### config.mk
export PLATFORM = sky130hd
export DESIGN_NAME = msc_monitor
export DESIGN_NICKNAME = d
export VERILOG_FILES = /design/src/msc_monitor.v
export VERILOG_INCLUDE_DIRS = /design/src
export SDC_FILE = /design/constraint.sdc
export NUM_CORES = 1
export LEC_CHECK = 0
export BUFFER_PORTS_ARGS = -buffer_cell sky130_fd_sc_hd__buf_4
export CAP_MARGIN = 20
export CELL_PAD_IN_SITES_DETAIL_PLACEMENT = 1
export CELL_PAD_IN_SITES_GLOBAL_PLACEMENT = 2
export CORE_MARGIN = 2
export CORE_UTILIZATION = 35
export CTS_CLUSTER_DIAMETER = 60
export DETAILED_ROUTE_END_ITERATION = 6
export HOLD_SLACK_MARGIN = 0.08
export PLACE_DENSITY = 0.69
export SETUP_SLACK_MARGIN = 0.1
export SKIP_CTS_REPAIR_TIMING = 1
export SYNTH_ARGS = -nofsm -noshare
export SYNTH_HDL_FRONTEND = slang
export SYNTH_SLANG_ARGS = --single-unit
### constraint.sdc
create_clock -name clk_sys -period 7.47 [get_ports clk_sys]
set_input_delay 0.747 -clock clk_sys [delete_from_list [all_inputs] [get_ports clk_sys]]
set_output_delay 0.747 -clock clk_sys [all_outputs]
set_load 0.05 [all_outputs]
### src/msc_defs.vh
// register map, field positions, reset values and timing figures of the monitor sequencer
`ifndef MSC_DEFS_VH
`define MSC_DEFS_VH

// ----------------------------------------------------------------
// register offsets
// ----------------------------------------------------------------
`define MSC_A_CFG       8'h00
`define MSC_A_STAT      8'h01
`define MSC_A_MASK      8'h03
`define MSC_A_RATE      8'h07
`define MSC_A_OFF       8'h08
`define MSC_A_ONESHOT   8'h09
`define MSC_A_DEEP      8'h0a
`define MSC_A_ADV       8'h0b
`define MSC_A_BUSY      8'h0c
`define MSC_A_RD_BASE   8'h20
`define MSC_A_RD_LAST   8'h27
`define MSC_A_LIM_BASE  8'h2a
`define MSC_A_LIM_LAST  8'h39
`define MSC_A_MAKER     8'h3e
`define MSC_A_REV       8'h3f

// ----------------------------------------------------------------
// reset values
// ----------------------------------------------------------------
`define MSC_CFG_RST     8'h08
`define MSC_ZERO8       8'h00
`define MSC_ZERO16      16'h0000
`define MSC_MAKER_VAL   8'h5a
`define MSC_REV_VAL     8'h03

// ----------------------------------------------------------------
// field positions
// ----------------------------------------------------------------
`define MSC_CFG_START   0
`define MSC_CFG_INTEN   1
`define MSC_CFG_INTCLR  3
`define MSC_CFG_INIT    7
`define MSC_ADV_EXTREF  0
`define MSC_ADV_MODE_HI 2
`define MSC_ADV_MODE_LO 1
`define MSC_RATE_CONT   0
`define MSC_DEEP_EN     0
`define MSC_BUSY_CONV   0
`define MSC_BUSY_NRDY   1

// ----------------------------------------------------------------
// modes, channel numbers, limit slots
// ----------------------------------------------------------------
`define MSC_MODE_ALL_V  2'd1
`define MSC_MODE_FOUR   2'd2
`define MSC_MODE_SIX    2'd3
`define MSC_TEMP_CH     3'd7
`define MSC_LIM_HOT     4'd14
`define MSC_LIM_HYST    4'd15
`define MSC_V_LAST_M2   3
`define MSC_V_LAST_M3   5
`define MSC_V_LAST_M0   6

// ----------------------------------------------------------------
// timing
// ----------------------------------------------------------------
`define MSC_CLK_MHZ     100
`define MSC_VOLT_US     12200
`define MSC_TEMP_US     3600
`define MSC_LP_US       728000
`define MSC_POR_US      33000

`endif

### src/msc_monitor.v
// sequencer, limit checking, alert pin and register file of the eight-input monitor
`include "msc_defs.vh"
`default_nettype none

module msc_monitor #(
	parameter [26:0] VOLT_CYC = `MSC_VOLT_US * `MSC_CLK_MHZ,
	parameter [26:0] TEMP_CYC = `MSC_TEMP_US * `MSC_CLK_MHZ,
	parameter [26:0] LP_CYC   = `MSC_LP_US * `MSC_CLK_MHZ,
	parameter [26:0] POR_CYC  = `MSC_POR_US * `MSC_CLK_MHZ
) (
	input  wire        clk_sys,
	input  wire        arst_n,
	input  wire        scl_pin,
	input  wire        sda_pin,
	input  wire [7:0]  reg_addr,
	input  wire [7:0]  reg_wdata,
	input  wire        reg_wr,
	input  wire        reg_rd,
	input  wire [11:0] conv_result,
	output wire [15:0] reg_rdata,
	output wire        conv_start,
	output wire [2:0]  conv_chan,
	output wire        conv_temp,
	output wire        vref_ext,
	output wire        shutdown,
	output wire        deep_sleep,
	output wire        alert_pin_out,
	output wire        alert_pin_oe_n
);

	// ----------------------------------------------------------------
	// constants
	// ----------------------------------------------------------------
	localparam [1:0] S_IDLE = 2'd0;
	localparam [1:0] S_CONV = 2'd1;
	localparam [1:0] S_UPD  = 2'd2;
	localparam [1:0] S_WAIT = 2'd3;

	localparam [26:0] VOLT_LAST = VOLT_CYC - 27'd1;
	localparam [26:0] TEMP_LAST = TEMP_CYC - 27'd1;
	localparam [26:0] LP_LAST   = LP_CYC - 27'd1;
	localparam [26:0] POR_LAST  = POR_CYC - 27'd1;

	// ----------------------------------------------------------------
	// state
	// ----------------------------------------------------------------
	reg [7:0]  cfg_reg;
	reg [7:0]  stat_reg;
	reg [7:0]  mask_reg;
	reg [7:0]  rate_reg;
	reg [7:0]  off_reg;
	reg [7:0]  deep_reg;
	reg [7:0]  adv_reg;
	reg [15:0] rdata_reg;
	reg [15:0] rd_mem [0:7];
	reg [7:0]  lim_mem [0:15];

	reg [1:0]  state_reg;
	reg [2:0]  cur_reg;
	reg [26:0] slot_cnt_reg;
	reg [26:0] period_cnt_reg;
	reg [26:0] por_cnt_reg;
	reg        nrdy_reg;
	reg        os_pend_reg;
	reg [11:0] pend_reg;
	reg        conv_start_reg;
	reg        conv_temp_reg;
	reg        temp_armed_reg;
	reg        stat_seen_reg;
	reg        alert_oe_n_reg;
	reg        alert_out_reg;
	reg        vref_ext_reg;
	reg        shutdown_reg;
	reg        deep_sleep_reg;

	reg        scl_s1_reg;
	reg        scl_s2_reg;
	reg        sda_s1_reg;
	reg        sda_s2_reg;
	reg        sda_prev_reg;
	reg        bus_act_reg;

	// ----------------------------------------------------------------
	// helpers
	// ----------------------------------------------------------------
	// lowest enabled channel at or above a starting index, {found, index}
	function [3:0] msc_next;
		input [7:0] en;
		input [3:0] from;
		integer     k;
		begin
			msc_next = 4'h0;
			for (k = 7; k >= 0; k = k - 1) begin
				if (en[k] && (k >= from)) begin
					msc_next = {1'b1, k[2:0]};
				end
			end
		end
	endfunction

	wire [1:0] mode      = adv_reg[`MSC_ADV_MODE_HI:`MSC_ADV_MODE_LO];
	wire       has_temp  = (mode != `MSC_MODE_ALL_V);
	wire       start_b   = cfg_reg[`MSC_CFG_START];
	wire       intclr_b  = cfg_reg[`MSC_CFG_INTCLR];
	wire       deep_b    = deep_reg[`MSC_DEEP_EN];
	wire       running   = start_b & ~intclr_b & ~deep_b;
	wire       wr_cfg    = reg_wr && (reg_addr == `MSC_A_CFG);
	wire       soft_init = wr_cfg && reg_wdata[`MSC_CFG_INIT];
	wire       wr_os     = reg_wr && (reg_addr == `MSC_A_ONESHOT);
	wire       rd_stat   = reg_rd && (reg_addr == `MSC_A_STAT);
	wire [7:0] lim_off   = reg_addr - `MSC_A_LIM_BASE;
	wire       in_lim    = (reg_addr >= `MSC_A_LIM_BASE) && (reg_addr <= `MSC_A_LIM_LAST);
	wire       in_rd     = (reg_addr >= `MSC_A_RD_BASE) && (reg_addr <= `MSC_A_RD_LAST);

	// ----------------------------------------------------------------
	// channel mix per mode
	// ----------------------------------------------------------------
	wire [7:0] chan_en;
	genvar gi;
	generate
		for (gi = 0; gi < 8; gi = gi + 1) begin : g_chan
			// voltage inputs allowed by the mode, temperature on the last slot
			wire v_ok = (mode == `MSC_MODE_ALL_V) ||
				((mode == `MSC_MODE_FOUR) && (gi <= `MSC_V_LAST_M2)) ||
				((mode == `MSC_MODE_SIX) && (gi <= `MSC_V_LAST_M3)) ||
				((mode == 2'd0) && (gi <= `MSC_V_LAST_M0));
			wire t_ok = has_temp && (gi == `MSC_TEMP_CH);
			assign chan_en[gi] = (v_ok | t_ok) & ~off_reg[gi];
		end
	endgenerate

	wire [3:0] first_ch  = msc_next(chan_en, 4'h0);
	wire [3:0] next_ch   = msc_next(chan_en, {1'b0, cur_reg} + 4'h1);
	wire       upd_fire  = (state_reg == S_UPD) && !bus_act_reg;
	wire       first_tmp = has_temp && (first_ch[2:0] == `MSC_TEMP_CH);
	wire       next_tmp  = has_temp && (next_ch[2:0] == `MSC_TEMP_CH);

	// ----------------------------------------------------------------
	// limit comparison of the pending result
	// ----------------------------------------------------------------
	wire [7:0] lim_hi  = lim_mem[{cur_reg, 1'b0}];
	wire [7:0] lim_lo  = lim_mem[{cur_reg, 1'b1}];
	wire [7:0] lim_hot = lim_mem[`MSC_LIM_HOT];
	wire [7:0] lim_hys = lim_mem[`MSC_LIM_HYST];
	// voltage limits weigh the top eight bits of the 12-bit reading
	wire       v_fault = (pend_reg[11:4] > lim_hi) || (pend_reg[11:4] <= lim_lo);
	// limits are whole degrees, readings half degrees: double the limit
	wire       t_hot   = $signed(pend_reg[8:0]) > $signed({lim_hot, 1'b0});
	wire       t_cool  = $signed(pend_reg[8:0]) <= $signed({lim_hys, 1'b0});
	wire       t_fault = t_hot | temp_armed_reg;
	wire       fault   = conv_temp_reg ? t_fault : v_fault;
	wire [7:0] set_bits = (upd_fire && fault) ? (8'h01 << cur_reg) : `MSC_ZERO8;

	// ----------------------------------------------------------------
	// serial-line watch for transaction activity
	// ----------------------------------------------------------------
	// only the second stage and its one-cycle delayed copy are looked at; start and stop framing mark the transaction
	always @(posedge clk_sys or negedge arst_n) begin
		if (!arst_n) begin
			scl_s1_reg   <= 1'b1;
			scl_s2_reg   <= 1'b1;
			sda_s1_reg   <= 1'b1;
			sda_s2_reg   <= 1'b1;
			sda_prev_reg <= 1'b1;
			bus_act_reg  <= 1'b0;
		end else begin
			scl_s1_reg   <= scl_pin;
			scl_s2_reg   <= scl_s1_reg;
			sda_s1_reg   <= sda_pin;
			sda_s2_reg   <= sda_s1_reg;
			sda_prev_reg <= sda_s2_reg;
			if (scl_s2_reg && sda_prev_reg && !sda_s2_reg) begin
				bus_act_reg <= 1'b1;
			end else if (scl_s2_reg && !sda_prev_reg && sda_s2_reg) begin
				bus_act_reg <= 1'b0;
			end
		end
	end

	// ----------------------------------------------------------------
	// control registers
	// ----------------------------------------------------------------
	// init writes land as defaults in the same cycle, so bit 7 never reads back set
	always @(posedge clk_sys or negedge arst_n) begin
		if (!arst_n) begin
			cfg_reg  <= `MSC_CFG_RST;
			mask_reg <= `MSC_ZERO8;
			rate_reg <= `MSC_ZERO8;
			off_reg  <= `MSC_ZERO8;
			deep_reg <= `MSC_ZERO8;
			adv_reg  <= `MSC_ZERO8;
		end else if (soft_init) begin
			cfg_reg  <= `MSC_CFG_RST;
			mask_reg <= `MSC_ZERO8;
			rate_reg <= `MSC_ZERO8;
			off_reg  <= `MSC_ZERO8;
			deep_reg <= `MSC_ZERO8;
			adv_reg  <= `MSC_ZERO8;
		end else if (reg_wr) begin
			case (reg_addr)
				`MSC_A_CFG:  cfg_reg  <= reg_wdata;
				`MSC_A_MASK: mask_reg <= reg_wdata;
				`MSC_A_RATE: rate_reg <= reg_wdata;
				`MSC_A_OFF:  off_reg  <= reg_wdata;
				`MSC_A_DEEP: deep_reg <= reg_wdata;
				`MSC_A_ADV:  adv_reg  <= reg_wdata;
				default:     cfg_reg  <= cfg_reg;
			endcase
		end
	end

	// ----------------------------------------------------------------
	// readings and limits: no reset, kept across init
	// ----------------------------------------------------------------
	always @(posedge clk_sys) begin
		if (upd_fire) begin
			if (conv_temp_reg) begin
				rd_mem[cur_reg] <= {7'h00, pend_reg[8:0]};
			end else begin
				rd_mem[cur_reg] <= {4'h0, pend_reg};
			end
		end
		if (reg_wr && in_lim) begin
			lim_mem[lim_off[3:0]] <= reg_wdata;
		end
	end

	// ----------------------------------------------------------------
	// limit status, temperature re-arm, alert pin
	// ----------------------------------------------------------------
	// a fault landing with the clearing read stays set
	always @(posedge clk_sys or negedge arst_n) begin
		if (!arst_n) begin
			stat_reg       <= `MSC_ZERO8;
			temp_armed_reg <= 1'b0;
			stat_seen_reg  <= 1'b0;
			alert_oe_n_reg <= 1'b1;
			alert_out_reg  <= 1'b0;
		end else begin
			alert_out_reg <= 1'b0;
			if (soft_init) begin
				stat_reg       <= `MSC_ZERO8;
				temp_armed_reg <= 1'b0;
				stat_seen_reg  <= 1'b0;
			end else begin
				stat_reg <= (rd_stat ? `MSC_ZERO8 : stat_reg) | set_bits;
				if (upd_fire && conv_temp_reg && t_hot) begin
					temp_armed_reg <= 1'b1;
					stat_seen_reg  <= 1'b0;
				end else if (upd_fire && conv_temp_reg && t_cool && stat_seen_reg) begin
					temp_armed_reg <= 1'b0;
				end else if (rd_stat) begin
					stat_seen_reg <= 1'b1;
				end
			end
			// start bit plays no part here, so stopping the loop keeps an alert
			alert_oe_n_reg <= ~(cfg_reg[`MSC_CFG_INTEN] & ~intclr_b &
				|(stat_reg & ~mask_reg));
		end
	end

	// ----------------------------------------------------------------
	// power-up not-ready window
	// ----------------------------------------------------------------
	always @(posedge clk_sys or negedge arst_n) begin
		if (!arst_n) begin
			por_cnt_reg <= 27'd0;
			nrdy_reg    <= 1'b1;
		end else if (soft_init) begin
			por_cnt_reg <= 27'd0;
			nrdy_reg    <= 1'b1;
		end else if (nrdy_reg) begin
			if (por_cnt_reg >= POR_LAST) begin
				nrdy_reg <= 1'b0;
			end else begin
				por_cnt_reg <= por_cnt_reg + 27'd1;
			end
		end
	end

	// ----------------------------------------------------------------
	// conversion sequencer
	// ----------------------------------------------------------------
	// the slot timer stands in for the converter; the result is taken at slot end
	always @(posedge clk_sys or negedge arst_n) begin
		if (!arst_n) begin
			state_reg      <= S_IDLE;
			cur_reg        <= 3'd0;
			slot_cnt_reg   <= 27'd0;
			period_cnt_reg <= 27'd0;
			os_pend_reg    <= 1'b0;
			pend_reg       <= 12'h000;
			conv_start_reg <= 1'b0;
			conv_temp_reg  <= 1'b0;
		end else begin
			conv_start_reg <= 1'b0;
			period_cnt_reg <= period_cnt_reg + 27'd1;
			if (wr_os && !start_b) begin
				os_pend_reg <= 1'b1;
			end
			if (soft_init) begin
				state_reg   <= S_IDLE;
				os_pend_reg <= 1'b0;
			end else begin
				case (state_reg)
					S_IDLE: begin
						if ((running | os_pend_reg) && first_ch[3]) begin
							cur_reg        <= first_ch[2:0];
							conv_temp_reg  <= first_tmp;
							slot_cnt_reg   <= first_tmp ? TEMP_LAST : VOLT_LAST;
							conv_start_reg <= 1'b1;
							period_cnt_reg <= 27'd0;
							state_reg      <= S_CONV;
						end else if (!first_ch[3]) begin
							os_pend_reg <= 1'b0;
						end
					end
					S_CONV: begin
						if (!running && !os_pend_reg) begin
							state_reg <= S_IDLE;
						end else if (slot_cnt_reg == 27'd0) begin
							pend_reg  <= conv_result;
							state_reg <= S_UPD;
						end else begin
							slot_cnt_reg <= slot_cnt_reg - 27'd1;
						end
					end
					S_UPD: begin
						if (!bus_act_reg) begin
							if (next_ch[3]) begin
								cur_reg        <= next_ch[2:0];
								conv_temp_reg  <= next_tmp;
								slot_cnt_reg   <= next_tmp ? TEMP_LAST : VOLT_LAST;
								conv_start_reg <= 1'b1;
								state_reg      <= S_CONV;
							end else if (os_pend_reg) begin
								os_pend_reg <= 1'b0;
								state_reg   <= S_IDLE;
							end else if (rate_reg[`MSC_RATE_CONT]) begin
								state_reg <= S_IDLE;
							end else begin
								state_reg <= S_WAIT;
							end
						end
					end
					S_WAIT: begin
						if (!running || (period_cnt_reg >= LP_LAST)) begin
							state_reg <= S_IDLE;
						end
					end
					default: state_reg <= S_IDLE;
				endcase
			end
		end
	end

	// ----------------------------------------------------------------
	// register read port and pin flops
	// ----------------------------------------------------------------
	reg [15:0] rd_mux;
	always @* begin
		rd_mux = `MSC_ZERO16;
		if (in_rd) begin
			rd_mux = rd_mem[reg_addr[2:0]];
		end else if (in_lim) begin
			rd_mux = {`MSC_ZERO8, lim_mem[lim_off[3:0]]};
		end else begin
			case (reg_addr)
				`MSC_A_CFG:     rd_mux = {`MSC_ZERO8, cfg_reg};
				`MSC_A_STAT:    rd_mux = {`MSC_ZERO8, stat_reg};
				`MSC_A_MASK:    rd_mux = {`MSC_ZERO8, mask_reg};
				`MSC_A_RATE:    rd_mux = {`MSC_ZERO8, rate_reg};
				`MSC_A_OFF:     rd_mux = {`MSC_ZERO8, off_reg};
				`MSC_A_DEEP:    rd_mux = {`MSC_ZERO8, deep_reg};
				`MSC_A_ADV:     rd_mux = {`MSC_ZERO8, adv_reg};
				`MSC_A_BUSY:    rd_mux = {14'h0000, nrdy_reg,
					(state_reg == S_CONV) || (state_reg == S_UPD)};
				`MSC_A_MAKER:   rd_mux = {`MSC_ZERO8, `MSC_MAKER_VAL}; // value arbitrary
				`MSC_A_REV:     rd_mux = {`MSC_ZERO8, `MSC_REV_VAL}; // value arbitrary
				default:        rd_mux = `MSC_ZERO16;
			endcase
		end
	end

	// pins and read data held in flops; shutdown shows whenever no pass is active
	always @(posedge clk_sys or negedge arst_n) begin
		if (!arst_n) begin
			rdata_reg      <= `MSC_ZERO16;
			vref_ext_reg   <= 1'b0;
			shutdown_reg   <= 1'b1;
			deep_sleep_reg <= 1'b0;
		end else begin
			if (reg_rd) begin
				rdata_reg <= rd_mux;
			end
			vref_ext_reg   <= adv_reg[`MSC_ADV_EXTREF];
			shutdown_reg   <= (state_reg == S_IDLE) || (state_reg == S_WAIT);
			deep_sleep_reg <= deep_b && (state_reg == S_IDLE);
		end
	end

	assign reg_rdata      = rdata_reg;
	assign conv_start     = conv_start_reg;
	assign conv_chan      = cur_reg;
	assign conv_temp      = conv_temp_reg;
	assign vref_ext       = vref_ext_reg;
	assign shutdown       = shutdown_reg;
	assign deep_sleep     = deep_sleep_reg;
	assign alert_pin_out  = alert_out_reg;
	assign alert_pin_oe_n = alert_oe_n_reg;

endmodule

`default_nettype wire

Yosys cells after proc, flatten, opt, wreduce, memory -nomap -nowiden --
Memory sizes are Yosys's and may differ from the RTL's. Index checks and enable logic that the tools add are counted.
Storage, ports and cells: word-level logic and storage cells 302, bits in registers 186, RAM bits 224, memories 2
Operators by class: bitwise logic cells 32, shift operators 1, $lt $le $gt $ge 18, multiplexer cells 107, reductions and logical operators 77, add/sub/neg operators 5, eq/ne operators 30
Memories:
- lim_mem | words 16, bits a word 8, rd ports 5, clocked after Yosys merged registers in 0, write ports 1, RTL line msc_monitor.v:56 | reg [7:0] lim_mem [0:15];
- rd_mem | words 8, bits a word 12, rd ports 1, clocked after Yosys merged registers in 0, write ports 1, RTL line msc_monitor.v:55 | reg [15:0] rd_mem [0:7];
Operator list (count):
- 27-bit 2-to-1 mux | 11
- 8-bit 2-to-1 mux | 22
- 27-bit case mux with 3 select lines | 1
- 8-bit case mux with 10 select lines | 1
- 4-bit 2-to-1 mux | 16
- 27-bit by 1-bit adder with 27-bit output, second input constant | 2
- 21-bit 2-to-1 mux | 2
- 8-bit by 4-bit == test with 1-bit output, second input constant | 5
- 1-bit 2-to-1 mux | 35
- 1-bit logical AND | 31
- 27-bit by 22-bit >= comparator with 1-bit output, second input constant | 1
- 27-bit >= comparator, second input constant | 1
- 27-bit zero test | 1
- 27-bit by 1-bit subtractor with 27-bit output, second input constant | 1
- 2-bit nonzero test | 10
- 2-bit 2-to-1 mux | 9
- 8-bit by 6-bit == test with 1-bit output, second input constant | 2
- 3-bit by 4-bit >= comparator with 1-bit output, first input constant | 4
- 8-bit by 6-bit >= comparator with 1-bit output, second input constant | 2
- 8-bit by 6-bit less-or-equal comparator with 1-bit output, second input constant | 2
- 16-bit 2-to-1 mux | 1
- 2-bit AND reduction | 8
- 1-bit NOT | 13
- 1-bit bitwise AND | 12
- other kinds (37) | 77

Logic depth before layout (Yosys ltp) --
Gate-level depths: netlist of run 1.
depth after elaboration 18, mapped depth 15, mapped depth without buffers 12

Worst setup path after synthesis of run 1 --
OpenSTA, ideal clock, no wires.
path type reg2reg, from register cur_reg[1] (netlist: conv_chan[1]), to register stat_reg[0], path slack 3.100 ns, buffers on the path 2, arrival 4.204 ns, period minus slack after synthesis 4.370 ns, library setup time 0.167 ns, stages on the path, launching flop included 15, cells stage by stage dfrtp_1 -> clkbuf_1 -> inv_1 -> nor3_1 -> clkbuf_1 -> a22oi_1 -> and4_1 -> ha_1 -> nor2b_1 -> o21a_1 -> o21a_1 -> o21ai_1 -> a211oi_1 -> a2111oi_1 -> o41ai_1
On the way: longest elaborated chain between the ends 8
RTL lines:
- start: declaration | RTL line msc_monitor.v:59 | reg [2:0] cur_reg;
- start signal: assignment | RTL line msc_monitor.v:308 | cur_reg <= first_ch[2:0];
- start signal: assignment | RTL line msc_monitor.v:331 | cur_reg <= next_ch[2:0];
- memory read 16 x 8 bit
- 8-bit greater-than comparator or 8-bit less-or-equal comparator (tied branches) | RTL line msc_monitor.v:146 | wire v_fault = (pend_reg[11:4] > lim_hi) || (pend_reg[11:4] <= lim_lo);
- 1-bit logical OR | RTL line msc_monitor.v:146
- 1-bit 2-to-1 mux | RTL line msc_monitor.v:151 | wire fault = conv_temp_reg ? t_fault : v_fault;
- 1-bit logical AND | RTL line msc_monitor.v:152 | wire [7:0] set_bits = (upd_fire && fault) ? (8'h01 << cur_reg) : `MSC_ZERO8;
- 8-bit 2-to-1 mux (no line) *
- 8-bit bitwise OR * | RTL line msc_monitor.v:246 | stat_reg <= (rd_stat ? `MSC_ZERO8 : stat_reg) | set_bits;
- 8-bit 2-to-1 mux * | RTL line msc_monitor.v:241 | if (soft_init) begin
- end signal: assignment | RTL line msc_monitor.v:234 | stat_reg <= `MSC_ZERO8;
- end signal: assignment | RTL line msc_monitor.v:242 | stat_reg <= `MSC_ZERO8;
- end signal: assignment | RTL line msc_monitor.v:246
- end: declaration | RTL line msc_monitor.v:48 | reg [7:0] stat_reg;
Every way passes the cells marked *; elsewhere a longest branch is shown, timed or not. A chain may end at the register's enable or synchronous reset.

Worst setup path in the final report of run 1 --
from register cur_reg[2] (netlist: conv_chan[2]), to register stat_reg[2]
The elaborated chain is that of the path after synthesis.

==> results of run 1 <==
-- kinds of logic after synthesis --
family / count (synthesis) / synth area share
simple gates: 566 / 0.144
flops: 406 / 0.569
compound gates: 333 / 0.112
buf+inv: 152 / 0.0308
mux: 109 / 0.0965
fa+ha+maj: 49 / 0.0309
xor+xnor: 38 / 0.0168
other cells: 1 / 0.000189
-- layer usage --
metal,vias to the layer above,share of wire,GRT usage
met3,79,0.056,0.0318
met4,0,0.024,0.0626
met2,411,0.45,0.325
met5,-,0,0
met1,7340,0.47,0.312
li1,6392,-,-
-- cell usage after synthesis, types with 9 or more instances --
cell      instances  area (sq um)
o211ai_1         12          90.1
xnor2_1          20           175
xor2_1           18           158
buf_2            15          75.1
nor4_1           17           106
mux2_1           11           124
a22oi_1          71           533
nand2b_1         15          93.8
nand2_1         160           601
ha_1             49           613
and3_1           10          62.6
nand3_1          80           400
and2_1           11          68.8
a21oi_1          66           330
a31oi_1          12          75.1
clkbuf_1         48           180
nor3_1           31           155
o31ai_1           9          67.6
o22ai_1          15          93.8
nand4_1          25           156
o21ai_0          48           240
nor2_1          129           484
dfrtp_1         173          4330
dfstp_2           9           236
nor2b_1          12          75.1
o21a_1           10          75.1
mux4_2           64          1440
o21ai_1          19          95.1
buf_1            14          52.6
mux2i_1          26           260
a211oi_1          9          67.6
or3_1            12          75.1
inv_1            67           251
and4_1           17           149
edfxtp_1        224          6730
-- power by group --
group	internal (W)	switching, W	total [W]
Combinational	0.000474	0.000819	0.00129
Sequential	0.00246	0.000152	0.00262
Clock	0.00143	0.000943	0.00237
-- cell usage in the layout (no fill, tap or decap), drive strengths merged, types with 11 or more instances in the layout --
cell | synthesis | layout
ha | 49 | 49
clkinv | 2 | 14
nor3 | 31 | 31
xor2 | 18 | 18
nor2b | 12 | 12
nor2 | 130 | 130
dfrtp | 173 | 173
a21oi | 66 | 66
mux4 | 64 | 64
a22oi | 71 | 71
or3 | 12 | 12
nand2b | 15 | 15
nand4 | 25 | 25
a31oi | 12 | 12
edfxtp | 224 | 224
clkbuf | 48 | 70
buf | 35 | 90
mux2i | 26 | 26
nand2 | 160 | 160
mux2 | 19 | 19
nand3 | 80 | 80
o21ai | 67 | 67
xnor2 | 20 | 20
inv | 67 | 67
and4 | 17 | 17
and2 | 11 | 11
nor4 | 21 | 21
o211ai | 12 | 12
o22ai | 15 | 15
-- how the worst max path moves through the flow --
stage	startpoint	to	cells after the start
after floorplan	conv_chan[1]	stat_reg[0]	14
after global placement	reg_addr[4]	slot_cnt_reg[7]	9
after detailed placement	reg_addr[4]	slot_cnt_reg[7]	9
after CTS	conv_chan[2]	stat_reg[2]	14
after global routing	conv_chan[2]	stat_reg[2]	14
final	conv_chan[2]	stat_reg[2]	14
-- final cells by class --
| class | count | area, sq um | area share |
|---|---|---|---|
| inverters | 69 | 259 | 0.0113 |
| clock inverters | 19 | 205 | 0.00898 |
| repair buffers | 91 | 697 | 0.0305 |
| flip-flops and latches | 406 | 11300 | 0.494 |
| clock buffers | 69 | 1390 | 0.0610 |
| multi-input cells | 1100 | 8050 | 0.352 |
| well taps | 756 | 946 | 0.0414 |
-- per-stage QoR --
step	setup slack (ns)	instances	total power (W)	utilization	hold slack (ns)
floorplan	3.10	1658	0.00345	-	0.345
global placement	3.26	2420	0.00390	0.377	0.347
detailed placement	3.14	2420	0.00394	0.377	0.350
CTS	3.15	2508	0.00633	0.405	0.240
global route	2.82	2510	0.00658	0.406	0.248
finish	3.20	2510	0.00628	0.406	0.216
==> run summary, run 1 <==
Synth async-reset ratio -> 0.448
Cell variety after synth -> 82
DIE HEIGHT -> 242 um
Via total after detailed routing -> 14222
Area Overhead vs Synth -> 15.1%
Final GP Congestion -> 0.857
Hold Crit Class -> input port to asynchronous set/reset pin
Core Area -> 0.0563 sq mm
Final cycle utilization of the critical path -> 0.572
ANT cells -> 0
Status -> finished clean
Post-route cell area -> 0.0228 sq mm
Worst Reg-to-Reg Cells -> 14
Fraction of layout instances using a drive strength above 1 -> 0.157
Setup CP Type -> register to register
RSZ-0062 raised after global routing -> no
Initial antenna violation count -> 1
Fillers -> 5942
TritonRoute pass-1 iters -> 6
Cell count after synthesis -> 1654
Mapped Area -> 0.0199 sq mm
Starting Density -> 0.353
Max FFs per register -> 128
# IOs -> 60
Most used DFF post-synth -> edfxtp_1
Min Tclk post-route -> 4.27 ns
VDD IR max -> 0.155 mV
Post-DR vias/cell -> 5.67
TritonCTS clock tree -> done
Max_cap viols -> 0
Root buffer cell -> clkbuf_16
Clk_lat worst skew -> 0.59 ns
Std-Cell Rows -> 87
Worst path cell trace -> inv_1 > nor2_1 > buf_4 > a22oi_1 > and4_1 > ha_1 > nor2b_1 > o21a_1 > o21a_1 > o21ai_1 > a211oi_1 > a2111oi_1 > buf_4 > o41ai_1
Critical path arrival -> 4.70 ns
Slew @ Worst Pin -> 1.14 ns
Critical path launch point type -> register
Critical path endpoint category -> register
First-pass GRT wire length -> 96000 um
Final Skew -> 0.0213 ns
R2r setup slk -> 3.20 ns
WL per Instance -> 24.6 um
# DRC -> 0
Final Setup Violations -> 0
Grt total ovfl -> 0
Vias in the first global route -> 15054
CP Buf/Inv Count -> 3
# port buffers -> 54
R2R Path Start -> conv_chan[2]
Slowest stage cell, crit path -> dfrtp_1
Setup TNS -> 0 ns
DRT Wirelength -> 61800 um
CTS Buf Count -> 49
Hpwl dp -> 41800 um
Synth Area per Inst -> 12.0 sq um
Clock buffer depth -> 3
Routed Antenna Nets -> 0
Clock sinks -> 406
Reg clk slew, reported paths -> 0.06 ns
Die Wd -> 242 um
Cell Pwr Density -> 275 mW/mm^2
Hold Fails Final Rpt -> 0
Fmax -> 0.234 GHz
All-Layer GR Usage -> 0.212
Synth Warn # -> 0
Critical Path Fanout Max -> 16
Fin. max-slew vios -> 0
Htree depth -> 2
FF+latch count, synth -> 406
End of the worst register-to-register path -> stat_reg[2]
Slew HR -> 0.235
CP required -> 7.90 ns
Placed cell area -> 0.0212 sq mm
Final nets -> 1800
Largest net degree at the start of global routing -> 84
Drt first-iter violations -> 1033
CP peak stage delay -> 0.76 ns
Top Family by Delay on Critical Path -> compound AO/OA/AOI/OAI gates
Number of enable flip-flop cells after synthesis -> 224
Leakage -> 8.76 nW
Sequential share of the synthesized area -> 0.569
Die Area -> 0.0586 sq mm
Power figures use the tool's default switching activity.
==> inputs of run 2 (changes only) <==
--- a/config.mk
+++ b/config.mk
@@ -15,7 +15,7 @@
 export CTS_CLUSTER_DIAMETER = 60
 export DETAILED_ROUTE_END_ITERATION = 6
 export HOLD_SLACK_MARGIN = 0.08
-export PLACE_DENSITY = 0.69
+export PLACE_DENSITY = 0.72
 export SETUP_SLACK_MARGIN = 0.1
 export SKIP_CTS_REPAIR_TIMING = 1
 export SYNTH_ARGS = -nofsm -noshare
==> constraint.sdc (replaced) <==
create_clock -name clk_sys -period 3.8 [get_ports clk_sys]
set_input_delay 0.38 -clock clk_sys [delete_from_list [all_inputs] [get_ports clk_sys]]
set_output_delay 0.38 -clock clk_sys [all_outputs]
set_load 0.05 [all_outputs]
==> run 2 against run 1 <==
Sequential power rose by 94%. Hold slack got worse by 0.040 ns. Clock skew fell by 0.011 ns. Total power rose by 95%. Sequential cell count did not move. Utilization rose by 0.71 points. Maximum frequency rose by 24%. Setup slack got worse by 2.9 ns. Sequential share of layout area fell by 0.83 points. Cell count rose by 1.8%. Highest routed layer unchanged.
==> run summary, run 2 (synthesis results as in run 1) <==
Status -> finished clean
ANT cells -> 0
Seq pwr share -> 0.416
Switching power -> 0.00375 W
Clock power share -> 0.373
Hold Fails Final Rpt -> 0
R2r setup slk -> 0.35 ns
Placed cell area -> 0.0215 sq mm
Met3 Use GR -> 0.0421
CP required -> 4.27 ns
All-Layer GR Usage -> 0.209
CP peak stage delay -> 0.47 ns
Routed Antenna Nets -> 0
Clock buffer depth -> 3
Post-route cell area -> 0.0232 sq mm
Die Area -> 0.0586 sq mm
Fraction of layout instances using a drive strength above 1 -> 0.176
Setup CP Type -> register to register
# DRC -> 0
Total power -> 0.0123 W
Clk_lat worst skew -> 0.60 ns
Starting Density -> 0.353
Die Wd -> 242 um
Slew @ Worst Pin -> 1.02 ns
Core Area -> 0.0563 sq mm
Worst slack, placed -> 0.274 ns
Critical path arrival -> 3.93 ns
# port buffers -> 54
Htree depth -> 2
Final GP Congestion -> 0.954
DIE HEIGHT -> 242 um
Final Setup Violations -> 0
Setup TNS -> 0 ns
Final worst setup slack -> 0.346 ns
Critical path endpoint category -> register
Vias in the first global route -> 15099
Reg clk slew, reported paths -> 0.06 ns
WL per Instance -> 24.0 um
Worst path cell trace -> inv_1 > buf_4 > nor3_2 > buf_6 > a22oi_1 > and4_1 > ha_1 > nor2b_1 > o21a_1 > o21a_1 > o21ai_0 > a21o_1 > a2111oi_4 > buf_4 > o41ai_1
Initial antenna violation count -> 0
Critical Path Fanout Max -> 16
Drt first-iter violations -> 1290
Root buffer cell -> clkbuf_16
Met2 Track Usage GR -> 0.320
Min Tclk post-route -> 3.45 ns
TritonCTS clock tree -> done
Post-DR vias/cell -> 5.66
Final nets -> 1843
Std-Cell Rows -> 87
# IOs -> 60
VDD IR max -> 0.329 mV
First-pass GRT wire length -> 95100 um
Leakage -> 8.95 nW
TritonRoute pass-1 iters -> 6
Cell Int Power -> 0.00851 W
Critical path launch point type -> register
Final cycle utilization of the critical path -> 0.909
Clock sinks -> 406
Logic pwr share -> 0.211
Fin. max-slew vios -> 0
Max_cap viols -> 0
Hpwl dp -> 43100 um
GRT busiest layer -> met2
Most common cell after layout, fill and taps aside -> edfxtp_1
Slowest stage cell, crit path -> dfrtp_2
Sw frac -> 0.306
Largest net degree at the start of global routing -> 90
Cell Pwr Density -> 527 mW/mm^2
RSZ-0062 raised after global routing -> no
Commonest cells after routing, fill and taps aside -> edfxtp_1, dfrtp_1, nand2_1, nor2_1, buf_4
DRT Wirelength -> 61200 um
Grt total ovfl -> 0
Met1 usage in global routing -> 0.301
Hold Crit Class -> input port to register
Max FFs per register -> 128
Via total after detailed routing -> 14455
Fmax -> 0.289 GHz
Final Skew -> 0.0104 ns
Slew HR -> 0.316
CTS Buf Count -> 48
Area Overhead vs Synth -> 17.1%
==> run 2: final timing paths <==
check                          endpoint         start  depth (start not counted)
max reg2reg                 stat_reg[2]  conv_chan[2]                         15
max                         stat_reg[2]  conv_chan[2]                         15
min                         mask_reg[6]  reg_wdata[6]                          3
min reg2reg                  sda_s2_reg    sda_s1_reg                          0
max in group asynchronous      nrdy_reg        arst_n                          3
min in group asynchronous  reg_rdata[8]        arst_n                          2
==> run 2: area by class of cell <==
cell class,instances,area [sq um]
clock buffers,61,1300
clock inverters,29,277
fillers,5956,33000
inverters,69,259
multi-input cells,1100,8080
flip-flops and latches,406,11300
well taps,756,946
repair buffers,135,1080
==> run 2: critical path, delay by kind of cell (launching register included) <==
family | cells | cell delay [ns]
AOI/OAI and AO/OA | 7 | 1.21
adders and majority gates | 1 | 0.29
buffers and inverters | 4 | 0.79
DFF | 1 | 0.47
and+or+nand+nor | 3 | 0.55
==> run 2: through the flow <==
stage                      util  hold WS (ns)  std cells
after floorplan               -        0.0844       1658
after global placement    0.382         0.348       2450
after detailed placement  0.382         0.348       2450
after CTS                 0.410        -0.142       2540
after global routing      0.413         0.184       2556
final                     0.413         0.176       2556
==> run 2: layer usage <==
metal  wire, um  share of wire
met1      28300           0.46
met2      27500           0.45
met3       3960          0.065
met4       1500          0.024
met5          0              0
==> run 2: power by group through the flow <==
stage / Combinational (W) / Sequential, W / Clock (W)
after floorplan: 0.00163 / 0.00517 / 0
after global placement: 0.00245 / 0.00516 / 0
after detailed placement: 0.00253 / 0.00517 / 0
after CTS: 0.00254 / 0.00508 / 0.00469
after global routing: 0.00287 / 0.00512 / 0.00485
final: 0.00259 / 0.00509 / 0.00457
==> inputs of run 3 (changes only) <==
--- a/config.mk
+++ b/config.mk
@@ -12,10 +12,11 @@
 export CELL_PAD_IN_SITES_GLOBAL_PLACEMENT = 2
 export CORE_MARGIN = 2
 export CORE_UTILIZATION = 35
-export CTS_CLUSTER_DIAMETER = 60
+export CTS_CLUSTER_DIAMETER = 80
 export DETAILED_ROUTE_END_ITERATION = 6
 export HOLD_SLACK_MARGIN = 0.08
 export PLACE_DENSITY = 0.72
+export RECOVER_POWER = 100
 export SETUP_SLACK_MARGIN = 0.1
 export SKIP_CTS_REPAIR_TIMING = 1
 export SYNTH_ARGS = -nofsm -noshare
==> run 3 against run 2 <==
The run now ends with capacitance limit, slew limit left. Sequential share of layout area up 0.62 points. Global-route usage grew 0.12 points. Sequential power is essentially flat. Combinational power down 2%. Maximum frequency fell by 4.3%. Routed wire length up 1.0%. Sequential cell count did not move. Via count up 0.37%. Total power grew 0.23%. Setup slack worse by 0.15 ns. Utilization down 0.52 points. Cell area is 1.3% lower. Critical endpoint is now reg_rdata[0]. Largest power group unchanged.
==> run summary, run 3 (synthesis results as in run 1) <==
Fraction of layout instances using a drive strength above 1 -> 0.141
WL per Instance -> 24.2 um
Cell Int Power -> 0.00854 W
End of the worst register-to-register path -> stat_reg[2]
Commonest cells after routing, fill and taps aside -> edfxtp_1, dfrtp_1, nand2_1, nor2_1, nand3_1
Via total after detailed routing -> 14508
Seq pwr share -> 0.415
Final cycle utilization of the critical path -> 0.950
Leakage -> 8.73 nW
# IOs -> 60
Hold Fails Final Rpt -> 0
Grt total ovfl -> 0
Post-DR vias/cell -> 5.68
Vias in the first global route -> 15122
Failing checks -> capacitance limit, slew limit
Htree depth -> 2
TritonRoute pass-1 iters -> 5
Clock power share -> 0.379
Hold Crit Class -> input port to register
Non-Filler Instances -> 2556
All-Layer GR Usage -> 0.211
Hold depth -> 3
# port buffers -> 54
# DRC -> 0
DRT Wirelength -> 61800 um
Std-Cell Rows -> 87
Clock buffer depth -> 3
Area Overhead vs Synth -> 15.6%
Max FFs per register -> 128
R2r setup slk -> 0.29 ns
Critical Path Fanout Max -> 22
FF/Latch Area -> 0.0113 sq mm
Dpl cells -> 2450
Drt first-iter violations -> 1362
Slew @ Worst Pin -> 2.56 ns
Max_cap viols -> 4
Final GP Congestion -> 0.954
RSZ-0062 raised after global routing -> no
Clk_lat worst skew -> 0.59 ns
Most common cell after layout, fill and taps aside -> edfxtp_1
Min-Delay Endpoint -> reg_rdata[0]
Cell Pwr Density -> 535 mW/mm^2
Multi-input gate area in the final layout -> 0.00801 sq mm
Core Area -> 0.0563 sq mm
Hpwl dp -> 43100 um
Largest net degree at the start of global routing -> 90
R2R Path Start -> conv_chan[1]
Post-route cell area -> 0.0229 sq mm
Switching power -> 0.00374 W
ANT cells -> 0
Setup CP Type -> input port to register
Critical path endpoint category -> register
Setup TNS -> 0 ns
Worst slack, placed -> 0.274 ns
Critical path launch point type -> input port
Die Area -> 0.0586 sq mm
Placed cell area -> 0.0215 sq mm
Final worst setup slack -> 0.191 ns
Fillers -> 6012
First-pass GRT wire length -> 95400 um
Sw frac -> 0.305
Logic pwr share -> 0.206
Die Wd -> 242 um
TritonCTS clock tree -> done
Fin. max-slew vios -> 167
Initial antenna violation count -> 1
Status -> finished, violations left
CP required -> 4.26 ns
Clock sinks -> 406
Worst hold start -> reg_rd
Starting Density -> 0.353
Root buffer cell -> clkbuf_16
Worst Reg-to-Reg Cells -> 13
Final Skew -> 0.00992 ns
CTS Buf Count -> 48
Critical path arrival -> 4.07 ns
Slew HR -> -0.709
Routed Antenna Nets -> 0
Final nets -> 1843
DIE HEIGHT -> 242 um
Fmax -> 0.277 GHz
VDD IR max -> 0.328 mV
Reg clk slew, reported paths -> 0.06 ns
Final Setup Violations -> 0
Hold_ws -> 0.183 ns
Min Tclk post-route -> 3.61 ns
## run 3: cell types whose count changed in the layout (fill, tap and decap cells not counted), sizes merged
cell / before / now
bufinv: 3 / 4
clkinv: 15 / 16
clkbuf: 62 / 127
clkinvlp: 8 / 6
buf: 119 / 54
## run 3: final cells by class
type | count | area share
Clock buffer | 61 | 0.0567
Clock inverter | 29 | 0.0131
Inverter | 69 | 0.0113
Multi-Input combinational cell | 1100 | 0.349
Sequential cell | 406 | 0.492
Tap cell | 756 | 0.0412
Timing Repair Buffer | 135 | 0.0363
## run 3: per-layer routing
metal / GRT usage / vias to the layer above / routed length [um]
met4: 0.0670 / 0 / 1640
met2: 0.321 / 506 / 27600
met5: 0 / - / 0
met1: 0.304 / 7416 / 28600
met3: 0.0394 / 101 / 4000
li1: - / 6485 / -
## run 3: worst max-delay path: stages
cell and delay, ns:
clkbuf_1 1.18, inv_1 0.26, ha_1 0.31, xor2_1 0.13
buf_4 0.29, mux4_2 0.60, a2111oi_1 0.44, clkbuf_1 0.32
o22ai_1 0.13
## run 3: worst max-delay path by stage
stage,startpoint,endpoint,slack [ns],depth (start not counted)
floorplan,conv_chan[1],stat_reg[0],0.15,14
global placement,conv_chan[1],stat_reg[1],0.39,12
detailed placement,conv_chan[1],stat_reg[2],0.27,12
CTS,conv_chan[1],stat_reg[2],0.25,12
global route,conv_chan[2],stat_reg[2],0.05,15
finish,reg_addr[1],reg_rdata[0],0.19,9
## run 3: metrics by stage
stage | total power (W) | utilization
after floorplan | 0.00680 | -
after global placement | 0.00761 | 0.382
after detailed placement | 0.00770 | 0.382
after CTS | 0.0124 | 0.410
after global routing | 0.0129 | 0.408
final | 0.0123 | 0.408
## run 3: power groups by stage
stage | combinational (W) | clock (W) | sequential, W
6_report | 0.00253 | 0.00466 | 0.00509
2_1_floorplan | 0.00163 | 0 | 0.00517
3_5_place_dp | 0.00253 | 0 | 0.00517
3_3_place_gp | 0.00245 | 0 | 0.00516
4_1_cts | 0.00254 | 0.00477 | 0.00508
5_1_grt | 0.00281 | 0.00493 | 0.00512
